$ cat src/hw/voice_port_pkg.sv
package voice_port_pkg;
  // Frame layout: address bits first, then control bits, LSB first
  localparam int ADDR_BITS = 11;
  localparam int CTRL_BITS = 5;
  localparam int FRAME_BITS = 16;
  localparam logic [4:0] FRAME_LAST = 5'h0F;
  // Storage geometry
  localparam logic [10:0] ROW_COUNT = 11'h4B0;
  localparam logic [10:0] ROW_LAST = 11'h4AF;
  localparam int CELLS_PER_ROW = 1600;
  // Control field positions
  localparam int CUE_POS = 0;
  localparam int SKIP_POS = 1;
  localparam int POWER_POS = 2;
  localparam int PLAY_POS = 3;
  localparam int RUN_POS = 4;
  // Status word positions (shifted out LSB first)
  localparam int STAT_FULL_POS = 0;
  localparam int STAT_MARK_POS = 1;
  localparam int STAT_PTR_POS = 2;
  // Reset values
  localparam logic [10:0] ROW_RESET = 11'h000;
  localparam logic [4:0] CTRL_RESET = 5'h00;
  // External sample clock divider ratio
  localparam int EXT_DIV = 2;
endpackage

$ cat src/hw/voice_recorder_serial_command_port.sv
// Operation
// - External sample clock is divided by two on entry.
// - Device is slave only; host makes the serial clock.
// - Sample input on rising serial edge, change output on falling edge.
// - A falling select edge starts a new instruction frame.
// - Instruction and status bits both travel least significant bit first.
// - Frame is 11 row address bits then 5 control bits.
// - Received instruction acts only after select returns high.
// - Interrupt raised when operation ends on end-of-message or memory end.
// - Pending interrupt clears when the next transfer begins.
// - Status shifts out while the new instruction shifts in.
// - Run bit set with power set starts an operation; run or power cleared ends it.
// - Storage has 1,200 rows of 1,600 cells.
// - Read-only status register and interrupt output for handshaking.
// - Control bits: cue, skip address, power, play/record, run.
// - Decode wake, play, record, cue, halt and halt-sleep patterns.
// - Open-drain interrupt pulled low on full, or on end-of-message outside record, until cleared.
// - Status carries memory-full flag, end-of-message flag, 11-bit row pointer.
`timescale 1ns/1ps
`default_nettype none
module voice_recorder_serial_command_port (
  input wire logic clk_i,
  input wire logic reset_i,
  input wire logic sclk_i,
  input wire logic ss_n_i,
  input wire logic mosi_i,
  output logic miso_o,
  output logic miso_oe_o,
  input wire logic ext_sample_clock_in_i,
  input wire logic row_end_i,
  input wire logic end_of_message_i,
  output logic irq_n_o,
  output logic irq_n_oe_o,
  output logic [10:0] row_pointer_out_o,
  output logic end_of_message_flag_o,
  output logic memory_full_flag_o,
  output logic powered_o,
  output logic running_o,
  output logic play_mode_o,
  output logic cue_mode_o,
  output logic sample_tick_o
);

  typedef enum logic [1:0] {
    IDLE_ST = 2'b00,
    PLAY_ST = 2'b01,
    RECORD_ST = 2'b11,
    CUE_ST = 2'b10
  } op_state_t;

  // Two-stage synchronisers for the pins; only stage two is looked at
  logic [1:0] sclk_sync;
  logic [1:0] ss_sync;
  logic [1:0] mosi_sync;
  logic [1:0] ext_sync;
  logic sclk_d;
  logic ss_d;
  logic ext_d;
  always_ff @(posedge clk_i or posedge reset_i) begin
    if (reset_i) begin
      sclk_sync <= 2'h0;
      ss_sync <= 2'h3;
      mosi_sync <= 2'h0;
      ext_sync <= 2'h0;
      sclk_d <= 1'b0;
      ss_d <= 1'b1;
      ext_d <= 1'b0;
    end else begin
      sclk_sync <= {sclk_sync[0], sclk_i};
      ss_sync <= {ss_sync[0], ss_n_i};
      mosi_sync <= {mosi_sync[0], mosi_i};
      ext_sync <= {ext_sync[0], ext_sample_clock_in_i};
      sclk_d <= sclk_sync[1];
      ss_d <= ss_sync[1];
      ext_d <= ext_sync[1];
    end
  end

  logic sclk_rise;
  logic sclk_fall;
  logic ss_fall;
  logic ss_rise;
  logic ext_rise;
  assign sclk_rise = sclk_sync[1] & ~sclk_d;
  assign sclk_fall = ~sclk_sync[1] & sclk_d;
  assign ss_fall = ~ss_sync[1] & ss_d;
  assign ss_rise = ss_sync[1] & ~ss_d;
  assign ext_rise = ext_sync[1] & ~ext_d;

  // Divide the external clock by two: only rising edges count, so duty is moot
  logic ext_half;
  always_ff @(posedge clk_i or posedge reset_i) begin
    if (reset_i) begin
      ext_half <= 1'b0;
    end else if (ext_rise) begin
      ext_half <= ~ext_half;
    end
  end
  assign sample_tick_o = ext_rise & ext_half;

  // Receive shifter and bit counter
  logic [15:0] rx_shift;
  logic [4:0] bit_count;
  logic frame_full;
  always_ff @(posedge clk_i or posedge reset_i) begin
    if (reset_i) begin
      rx_shift <= 16'h0000;
      bit_count <= 5'h00;
      frame_full <= 1'b0;
    end else if (ss_fall) begin
      bit_count <= 5'h00;
      frame_full <= 1'b0;
    end else if (!ss_sync[1] && sclk_rise && !frame_full) begin
      rx_shift <= {mosi_sync[1], rx_shift[15:1]};
      if (bit_count == voice_port_pkg::FRAME_LAST) begin
        frame_full <= 1'b1;
      end
      bit_count <= bit_count + 5'h01;
    end
  end

  // Split the word: low 11 bits address, upper 5 control
  logic [10:0] rx_addr;
  logic [4:0] rx_ctrl;
  assign rx_addr = rx_shift[voice_port_pkg::ADDR_BITS-1:0];
  assign rx_ctrl = rx_shift[voice_port_pkg::FRAME_BITS-1:voice_port_pkg::ADDR_BITS];

  // Instruction executes only on select release after a full frame
  logic exec;
  assign exec = ss_rise & frame_full;

  logic [4:0] ctrl;
  always_ff @(posedge clk_i or posedge reset_i) begin
    if (reset_i) begin
      ctrl <= voice_port_pkg::CTRL_RESET;
    end else if (exec) begin
      ctrl <= rx_ctrl;
    end
  end

  // Operation state machine
  op_state_t op_state;
  logic op_end;
  logic ptr_wrap;
  assign ptr_wrap = row_end_i && (row_pointer_out_o == voice_port_pkg::ROW_LAST);
  assign op_end = (op_state != IDLE_ST) &&
                  (ptr_wrap || (end_of_message_i && op_state != RECORD_ST));
  always_ff @(posedge clk_i or posedge reset_i) begin
    if (reset_i) begin
      op_state <= IDLE_ST;
    end else if (exec) begin
      // Run set starts; run clear or power clear stops
      if (!rx_ctrl[voice_port_pkg::RUN_POS] || !rx_ctrl[voice_port_pkg::POWER_POS]) begin
        op_state <= IDLE_ST;
      end else if (!rx_ctrl[voice_port_pkg::PLAY_POS]) begin
        op_state <= RECORD_ST;
      end else if (rx_ctrl[voice_port_pkg::CUE_POS]) begin
        op_state <= CUE_ST;
      end else begin
        op_state <= PLAY_ST;
      end
    end else if (op_end) begin
      op_state <= IDLE_ST;
    end
  end

  // Row pointer: loaded when run set and skip bit clear, advances at row ends
  logic [10:0] row_ptr;
  always_ff @(posedge clk_i or posedge reset_i) begin
    if (reset_i) begin
      row_ptr <= voice_port_pkg::ROW_RESET;
    end else if (exec && rx_ctrl[voice_port_pkg::RUN_POS] &&
                 !rx_ctrl[voice_port_pkg::SKIP_POS]) begin
      // Out-of-range address clamps to the last row rather than aliasing
      row_ptr <= (rx_addr > voice_port_pkg::ROW_LAST) ? voice_port_pkg::ROW_LAST : rx_addr;
    end else if (op_state != IDLE_ST && row_end_i && !ptr_wrap) begin
      row_ptr <= row_ptr + 11'h001;
    end
  end
  assign row_pointer_out_o = row_ptr;

  // Sticky flags: a set in the same cycle as a frame start wins over the clear
  logic full_flag;
  logic marker_flag;
  always_ff @(posedge clk_i or posedge reset_i) begin
    if (reset_i) begin
      full_flag <= 1'b0;
      marker_flag <= 1'b0;
    end else begin
      if (op_end && ptr_wrap) begin
        full_flag <= 1'b1;
      end else if (ss_fall) begin
        full_flag <= 1'b0;
      end
      if (op_end && !ptr_wrap) begin
        marker_flag <= 1'b1;
      end else if (ss_fall) begin
        marker_flag <= 1'b0;
      end
    end
  end
  assign memory_full_flag_o = full_flag;
  assign end_of_message_flag_o = marker_flag;
  assign irq_n_o = 1'b0;
  assign irq_n_oe_o = full_flag | marker_flag;

  // Transmit shifter: status captured at frame start, moves on falling edges
  logic [15:0] tx_shift;
  always_ff @(posedge clk_i or posedge reset_i) begin
    if (reset_i) begin
      tx_shift <= 16'h0000;
    end else if (ss_fall) begin
      tx_shift <= {3'h0, row_ptr, marker_flag, full_flag};
    end else if (!ss_sync[1] && sclk_fall && bit_count != 5'h00) begin
      tx_shift <= {1'b0, tx_shift[15:1]};
    end
  end
  assign miso_o = tx_shift[0];
  assign miso_oe_o = ~ss_sync[1];

  assign powered_o = ctrl[voice_port_pkg::POWER_POS];
  assign running_o = (op_state != IDLE_ST);
  assign play_mode_o = ctrl[voice_port_pkg::PLAY_POS];
  assign cue_mode_o = (op_state == CUE_ST);

endmodule
`default_nettype wire

$ cat config.mk
export PLATFORM = sky130hd
export DESIGN_NAME = voice_recorder_serial_command_port
export DESIGN_NICKNAME = d
export VERILOG_FILES = /design/src/hw/voice_port_pkg.sv /design/src/hw/voice_recorder_serial_command_port.sv
export SDC_FILE = /design/constraint.sdc
export NUM_CORES = 1
export LEC_CHECK = 0
export ABC_AREA = 1
export BUFFER_PORTS_ARGS = -buffer_cell sky130_fd_sc_hd__buf_2
export CAP_MARGIN = 25
export CORE_AREA = 2 2 92 94
export CTS_BUF_LIST = sky130_fd_sc_hd__clkbuf_8
export DETAILED_ROUTE_END_ITERATION = 7
export DIE_AREA = 0 0 94 96
export PLACE_DENSITY = 0.54
export SETUP_SLACK_MARGIN = 0.4
export SYNTH_ARGS = -nofsm -noshare
export SYNTH_HDL_FRONTEND = slang
export SYNTH_SLANG_ARGS = --single-unit
$ cat constraint.sdc
create_clock -name clk_i -period 2.3 [get_ports clk_i]
set_input_delay 0.46 -clock clk_i [delete_from_list [all_inputs] [get_ports clk_i]]
set_output_delay 0.46 -clock clk_i [all_outputs]
set_load 0.05 [all_outputs]
==> results of run 1 <==
-- worst min-delay path by stage --
| stage | to | cells after the start | from | slack (ps) |
|---|---|---|---|---|
| floorplan | ext_sync[1] | 0 | ext_sync[0] | 330 |
| global route | ss_sync[0] | 1 | ss_n_i | 190 |
| global placement | mosi_sync[1] | 0 | mosi_sync[0] | 330 |
| CTS | ss_sync[0] | 1 | ss_n_i | 200 |
| detailed placement | ext_sync[1] | 0 | ext_sync[0] | 330 |
| finish | tx_shift[2] | 3 | reset_i | 210 |
-- routing by layer --
| layer | share of wire | vias up |
|---|---|---|
| li1 | - | 1275 |
| met1 | 0.49 | 1122 |
| met2 | 0.46 | 37 |
| met3 | 0.036 | 9 |
| met4 | 0.013 | 0 |
| met5 | 0 | - |
-- cells in the final DEF, fill, tap and decap left out, types with 2 or more instances in the layout --
cell,netlist,final
sky130_fd_sc_hd__dfrtp_1,61,60
sky130_fd_sc_hd__inv_1,49,49
sky130_fd_sc_hd__o21ai_1,24,24
sky130_fd_sc_hd__nand4_1,5,5
sky130_fd_sc_hd__dfstp_2,3,3
sky130_fd_sc_hd__bufinv_16,0,4
sky130_fd_sc_hd__buf_2,5,28
sky130_fd_sc_hd__clkbuf_8,0,10
sky130_fd_sc_hd__buf_4,3,3
sky130_fd_sc_hd__or2_2,2,2
sky130_fd_sc_hd__nor3_1,2,2
sky130_fd_sc_hd__nand3_1,24,24
sky130_fd_sc_hd__nor2_2,3,3
sky130_fd_sc_hd__o22ai_1,2,2
sky130_fd_sc_hd__ha_1,4,4
sky130_fd_sc_hd__a21oi_1,5,5
sky130_fd_sc_hd__o21ai_0,29,29
sky130_fd_sc_hd__inv_2,3,3
sky130_fd_sc_hd__nand2_1,128,128
sky130_fd_sc_hd__clkinvlp_4,0,2
sky130_fd_sc_hd__nor2_1,18,18
-- report_power, final --
| group | internal, mW | leakage [nW] | switching [mW] |
|---|---|---|---|
| Combinational | 0.164 | 0.828 | 0.393 |
| Clock | 0.855 | 0.134 | 0.427 |
| Sequential | 1.25 | 0.832 | 0.127 |
-- per-stage QoR --
stage	std cells	hold slack, ps
after floorplan	383	331
after global placement	510	334
after detailed placement	510	335
after CTS	526	199
after global routing	526	192
final	526	209
-- cell families after synthesis --
family / Yosys count / synth area share
AND/OR/NAND/NOR: 189 / 0.263
flip-flops: 64 / 0.528
buffers and inverters: 63 / 0.0864
AO/OA/AOI/OAI: 61 / 0.102
adder cells (fa/ha/maj): 4 / 0.0165
XOR/XNOR: 1 / 0.00288
other: 1 / 0.00123
-- cell type report --
type	instances	area, um^2
timing repair buffer	32	183
multi-input combinational	256	1190
clock buffer	10	138
inverter	53	204
tap	105	131
fill	830	4470
clock inverter	6	131
sequential	64	1610
-- worst register-to-register path, delay by kind of cell, from the launching register on --
| family | cells | cell delay [ps] |
|---|---|---|
| simple gates | 7 | 710 |
| fa+ha+maj | 1 | 260 |
| buf+inv | 1 | 150 |
| flops | 1 | 480 |
-- flip-flops by register name (all words and copies together) (netlist names) --
signal	count
op_state	2
end_of_message_flag_o	1
sclk_d	1
rx_shift	16
ext_sync	2
ext_half	1
tx_shift	13
ss_sync	2
sclk_sync	2
bit_count	5
memory_full_flag_o	1
mosi_sync	2
row_pointer_out_o	11
ctrl	2
ext_d	1
frame_full	1
ss_d	1
-- timing repair --
item	in CTS	in global routing
endpoints found under the hold margin	0	0
setup endpoints to repair	0	11
resized for setup	0	3
==> summary.md, run 1 <==
• 0 ps — final sum of negative setup slack
• 70 ps — clock transition at the registers of the reported paths
• 64 — Num Clock Sinks
• 0 — post-route ant nets
• 65 — maximum number of pins on one net before global-route repair
• 11000 um — global-route wire length before repair
• met2 — global routing's busiest layer
• 0 — grt total ovfl
• 1920 ps — Arrival @ worst endpoint
• 30 — Ports
• 96 um — vertical die dimension
• 33 — number of rows in the core area
• 0.159 — proportion of layout cells with a drive suffix above 1
• 0.502 — Synth top area share
• sky130_fd_sc_hd__nand2_1 — most common cell in the synthesized netlist
• 1700 ps — final critical-path required period
• 10.2 ps — worst setup skew after layout
• 4.64 — Vias per Instance
• 12.2 um — mean routed wirelength per cell
• 9 — depth of the critical timing path with buffers and inverters included
• flip-flop — element type at the critical path start
• 0.215 — met1 usage in global routing
• 3 — H-Tree Depth
• 428 — nets
• 0.528 — sequential-to-total area share from yosys stat
• 0.000382 V — worst vdd rail ir drop
• 1.00 — share of synthesized flip-flops with an asynchronous set or reset
• 395 — net count after synthesis
• 0.0478 — met3 usage
• 600 ps — register-to-register setup slack
• 8050 um^2 — Floorplan Core Area
• 0 — hold violation total from the final report
• 383 — synthesized instance count
• 29 — Synth cell types
• 9 — number of buffers added by the clock tree synthesis step
• 3300 um^2 — instance area at placement
• 2520 ps — data required time of the critical path
• 9020 um^2 — floorplan die area
• 0 — final-report max-slew violation count
• 2443 — total number of vias
• 492 ps — pre-CTS worst setup slack
• 4 — detailed-router iteration count before antenna repair
• 1.79 nW — Pleak
• 64 — flops & latches, synth
• 588 MHz — FMAX
• sky130_fd_sc_hd__dfrtp_2 — slowest cell on the critical path
• 0 — detailed-route DRC error count
• 0 — number of max-cap violations
• 2 — maximum root-to-sink buffer count
• row_pointer_out_o[0] — beginning of the worst register-to-register path
• 480 ps — Max stage delay on crit path
• sky130_fd_sc_hd__dfrtp_1 — largest area contributor in the netlist
• false — setup repair after global routing missed its margin
• 4580 um — Detailed Place HPWL
• 0.740 — fin crit share
• 0.378 — effective utilization at floorplan
• 0.828 — GP Congestion
• ha_1 -> nand3_1 -> nor2_2 -> nand3_1 -> nand2_2 -> nand2_4 -> clkinv_2 -> nand2_1 -> nand2_1 — cell chain of the critical path
• 2276 — via count of the first global-routing pass
• 83 — violation count after the first detailed-routing iteration
• 340 ps — Skew-Pair Late Insertion Delay
• row_pointer_out_o[0] — end point of the critical path
• 598 ps — setup slack after layout
• 3.22 mW — overall power after layout
• 28 — Port Buffers
• sky130_fd_sc_hd__clkbuf_8 — clock root buffer
• 0 — antenna violations before repair
• complete, no violations — result of the run
• sky130_fd_sc_hd__dfrtp_1, sky130_fd_sc_hd__nand2_1, sky130_fd_sc_hd__inv_1 — cell types with the largest area share after synthesis
• primary input to asynchronous set/reset pin — worst min-delay path category
• row_pointer_out_o[0] — Critical R2R Capture
• sky130_fd_sc_hd__dfrtp_1 — most common flop cell mapped by yosys
• 94 um — overall die width
• done — TritonCTS clock tree
• 3040 um^2 — synthesized area
• 0 — post-CTS setup buffer count
• 0 — count of synthesis-stage warnings from yosys
• 0 — hold buffer count at cts
• 0.248 — met2 global-route usage
• 11 — crit-path max FO
• 7.94 um^2 — Syn Area/Cell
• 1 — worst path bufs/invs
• 0.445 — Util after Layout
• 0.158 — GRT Total Usage
• 17.7% — area grow syn2layout
• 0 — Antenna diodes
• 6400 um — total wirelength of the detailed-routed design
• 899 nW/um^2 — power density over cell area
• flip-flop — Crit. End Element
• flip-flop to flip-flop — crit path kind
• 0 — number of flops mapped to enable cells by yosys
• 0 — count of endpoints failing setup in the final report
• row_pointer_out_o[0] — crit path launch
• simple AND/OR/NAND/NOR gates — cell type group with the largest total delay on the critical path
• sky130_fd_sc_hd__nand2_1, sky130_fd_sc_hd__dfrtp_1, sky130_fd_sc_hd__inv_1, sky130_fd_sc_hd__o21ai_0 — top cells by instance count after synthesis
• 3580 um^2 — finished layout cell area
• 9 — worst reg-to-reg path cell count
No activity file was read; power rests on OpenSTA's default activity.
==> inputs of run 2 (changes only) <==
--- a/config.mk
+++ b/config.mk
@@ -12,7 +12,7 @@
 export CTS_BUF_LIST = sky130_fd_sc_hd__clkbuf_8
 export DETAILED_ROUTE_END_ITERATION = 7
 export DIE_AREA = 0 0 94 96
-export PLACE_DENSITY = 0.54
+export PLACE_DENSITY = 0.56
 export SETUP_SLACK_MARGIN = 0.4
 export SYNTH_ARGS = -nofsm -noshare
 export SYNTH_HDL_FRONTEND = slang
==> constraint.sdc (replaced) <==
create_clock -name clk_i -period 1.4 [get_ports clk_i]
set_input_delay 0.28 -clock clk_i [delete_from_list [all_inputs] [get_ports clk_i]]
set_output_delay 0.28 -clock clk_i [all_outputs]
set_load 0.05 [all_outputs]
==> run 2 against run 1 <==
Via count grew 21%; first-iteration DRC count is 8.4% higher; critical endpoint is now bit_count[4]; highest routed layer unchanged; sequential power up 61%; the run now ends with negative hold slack, negative setup slack left.
==> summary.md, run 2 (synthesis gave the netlist of run 1 again) <==
• 2944 — total number of vias
• 14.2 um — mean routed wirelength per cell
• done — TritonCTS clock tree
• 94 um — overall die width
• 5040 um^2 — finished layout cell area
• 42 — count of endpoints failing setup in the final report
• 659 MHz — FMAX
• 8560 um — total wirelength of the detailed-routed design
• 33 — number of rows in the core area
• 0.299 — power share of the combinational group
• sky130_fd_sc_hd__clkbuf_8 — clock root buffer
• 3.96 mW — design internal power
• 0 — grt total ovfl
• 2772 — via count of the first global-routing pass
• 1.08 — fin crit share
• 0.626 — Util after Layout
• 9020 um^2 — floorplan die area
• 1760 ps — Arrival @ worst endpoint
• sky130_fd_sc_hd__nand2_1 — commonest non-fill, non-tap cell in the layout
• 602 — number of non-filler instances in the completed layout
• 4.89 — Vias per Instance
• 64 — Num Clock Sinks
• 3 — H-Tree Depth
• negative hold slack, negative setup slack — violated checks
• 1150 nW/um^2 — power density over cell area
• 0 — antenna violations before repair
• 538 — Post-Place Cells
• 1.85 mW — Psw
• 80 ps — clock transition at the registers of the reported paths
• 0 — detailed-route DRC error count
• 0.318 — net switching share of the total power
• 4910 um — Detailed Place HPWL
• 16 — Largest register FFs
• 0 — final-report max-slew violation count
• -89.4 ps — pre-CTS worst setup slack
• 0.505 — proportion of layout cells with a drive suffix above 1
• 400 ps — Max stage delay on crit path
• 9 — number of buffers added by the clock tree synthesis step
• 350 ps — Skew-Pair Late Insertion Delay
• 0.000512 V — worst vdd rail ir drop
• sky130_fd_sc_hd__nand2_1, sky130_fd_sc_hd__dfrtp_1, sky130_fd_sc_hd__inv_1 — commonest cells after routing, fill and taps aside
• 1640 ps — data required time of the critical path
• 4 — detailed-router iteration count before antenna repair
• 0.319 — Clock power frac
• flip-flop — element type at the critical path start
• buf_4 -> buf_6 -> buf_6 -> ha_4 -> nand2_2 -> nor2_1 -> ha_2 -> o22ai_2 — cell chain of the critical path
• primary input to asynchronous set/reset pin — worst min-delay path category
• 0.190 — GRT Total Usage
• -84.0 ps — hold slack final
• 504 — nets
• 13200 um — global-route wire length before repair
• 5.81 mW — overall power after layout
• rx_shift — register name with the most flops
• sky130_fd_sc_hd__dfrtp_1 — slowest cell on the critical path
• flip-flop — Crit. End Element
• 0.382 — Flop pwr share
• 0 — post-route ant nets
• -2880 ps — final sum of negative setup slack
• 65.8% — area grow syn2layout
• flip-flop to flip-flop — crit path kind
• 2.36 nW — Pleak
• 3620 um^2 — instance area at placement
• finished, violations left — result of the run
• 96 um — vertical die dimension
• 30 — Ports
• 0.378 — effective utilization at floorplan
• 0 — number of max-cap violations
• 0.825 — GP Congestion
• 14 — hold violation total from the final report
• 29 — maximum number of pins on one net before global-route repair
• -117 ps — setup slack after layout
• 2 — crit-path max FO
• 8050 um^2 — Floorplan Core Area
• 1520 ps — final critical-path required period
• 28 — Port Buffers
• 6.69 ps — worst setup skew after layout
• 2 — maximum root-to-sink buffer count
• sky130_fd_sc_hd__buf_6 — Crit path top cell by count
• 90 — violation count after the first detailed-routing iteration
• true — setup repair after global routing missed its margin
• 0 — Antenna diodes
## run 2: path summary, 6_finish.rpt
check                             start  cells past startpoint           end  slack, ps
setup / recovery           bit_count[0]                      8  bit_count[4]       -120
hold / removal                  reset_i                      2   ext_sync[1]        -80
setup reg to reg           bit_count[0]                      8  bit_count[4]       -120
hold reg to reg            mosi_sync[0]                      0  mosi_sync[1]        350
max in group asynchronous       reset_i                      3    ss_sync[0]        970
min in group clk_i               ss_n_i                      1    ss_sync[0]         30
## run 2: critical path, delay by kind of cell (launching register included)
kind / cells / cell delay [ps]
adder cells (fa/ha/maj): 2 / 470
flip-flops: 1 / 400
buffers and inverters: 3 / 360
AND/OR/NAND/NOR: 2 / 120
AO/OA/AOI/OAI: 1 / 60
## run 2: layout make-up
class | count | area [um^2]
flip-flops and latches | 64 | 1620
multi-input cells | 256 | 1630
inverters | 53 | 228
well taps | 105 | 131
clock buffers | 11 | 151
fillers | 634 | 3010
repair buffers | 108 | 1200
clock inverters | 5 | 80.1
## run 2: what timing repair did
action	in CTS	in global routing
setup endpoints to repair	73	73
buffers inserted	33	10
gates cloned	3	2
pin swaps	13	30
resized for setup	125	101
hold endpoints to repair	14	14
## run 2: routing by layer
| layer | global-route usage | part of all wire | vias up |
|---|---|---|---|
| met1 | 0.248 | 0.43 | 1437 |
| met5 | 0 | 0 | - |
| met4 | 0.0930 | 0.027 | 0 |
| met3 | 0.0376 | 0.024 | 20 |
| met2 | 0.305 | 0.52 | 47 |
| li1 | - | - | 1440 |
## run 2: power groups by stage
stage               sequential, mW  combinational, mW  clock (mW)
floorplan                     2.50              0.498           0
global placement              2.24               1.11           0
detailed placement            2.24               1.12           0
CTS                           2.21               1.58        1.86
global route                  2.24               1.88        1.97
finish                        2.22               1.74        1.85
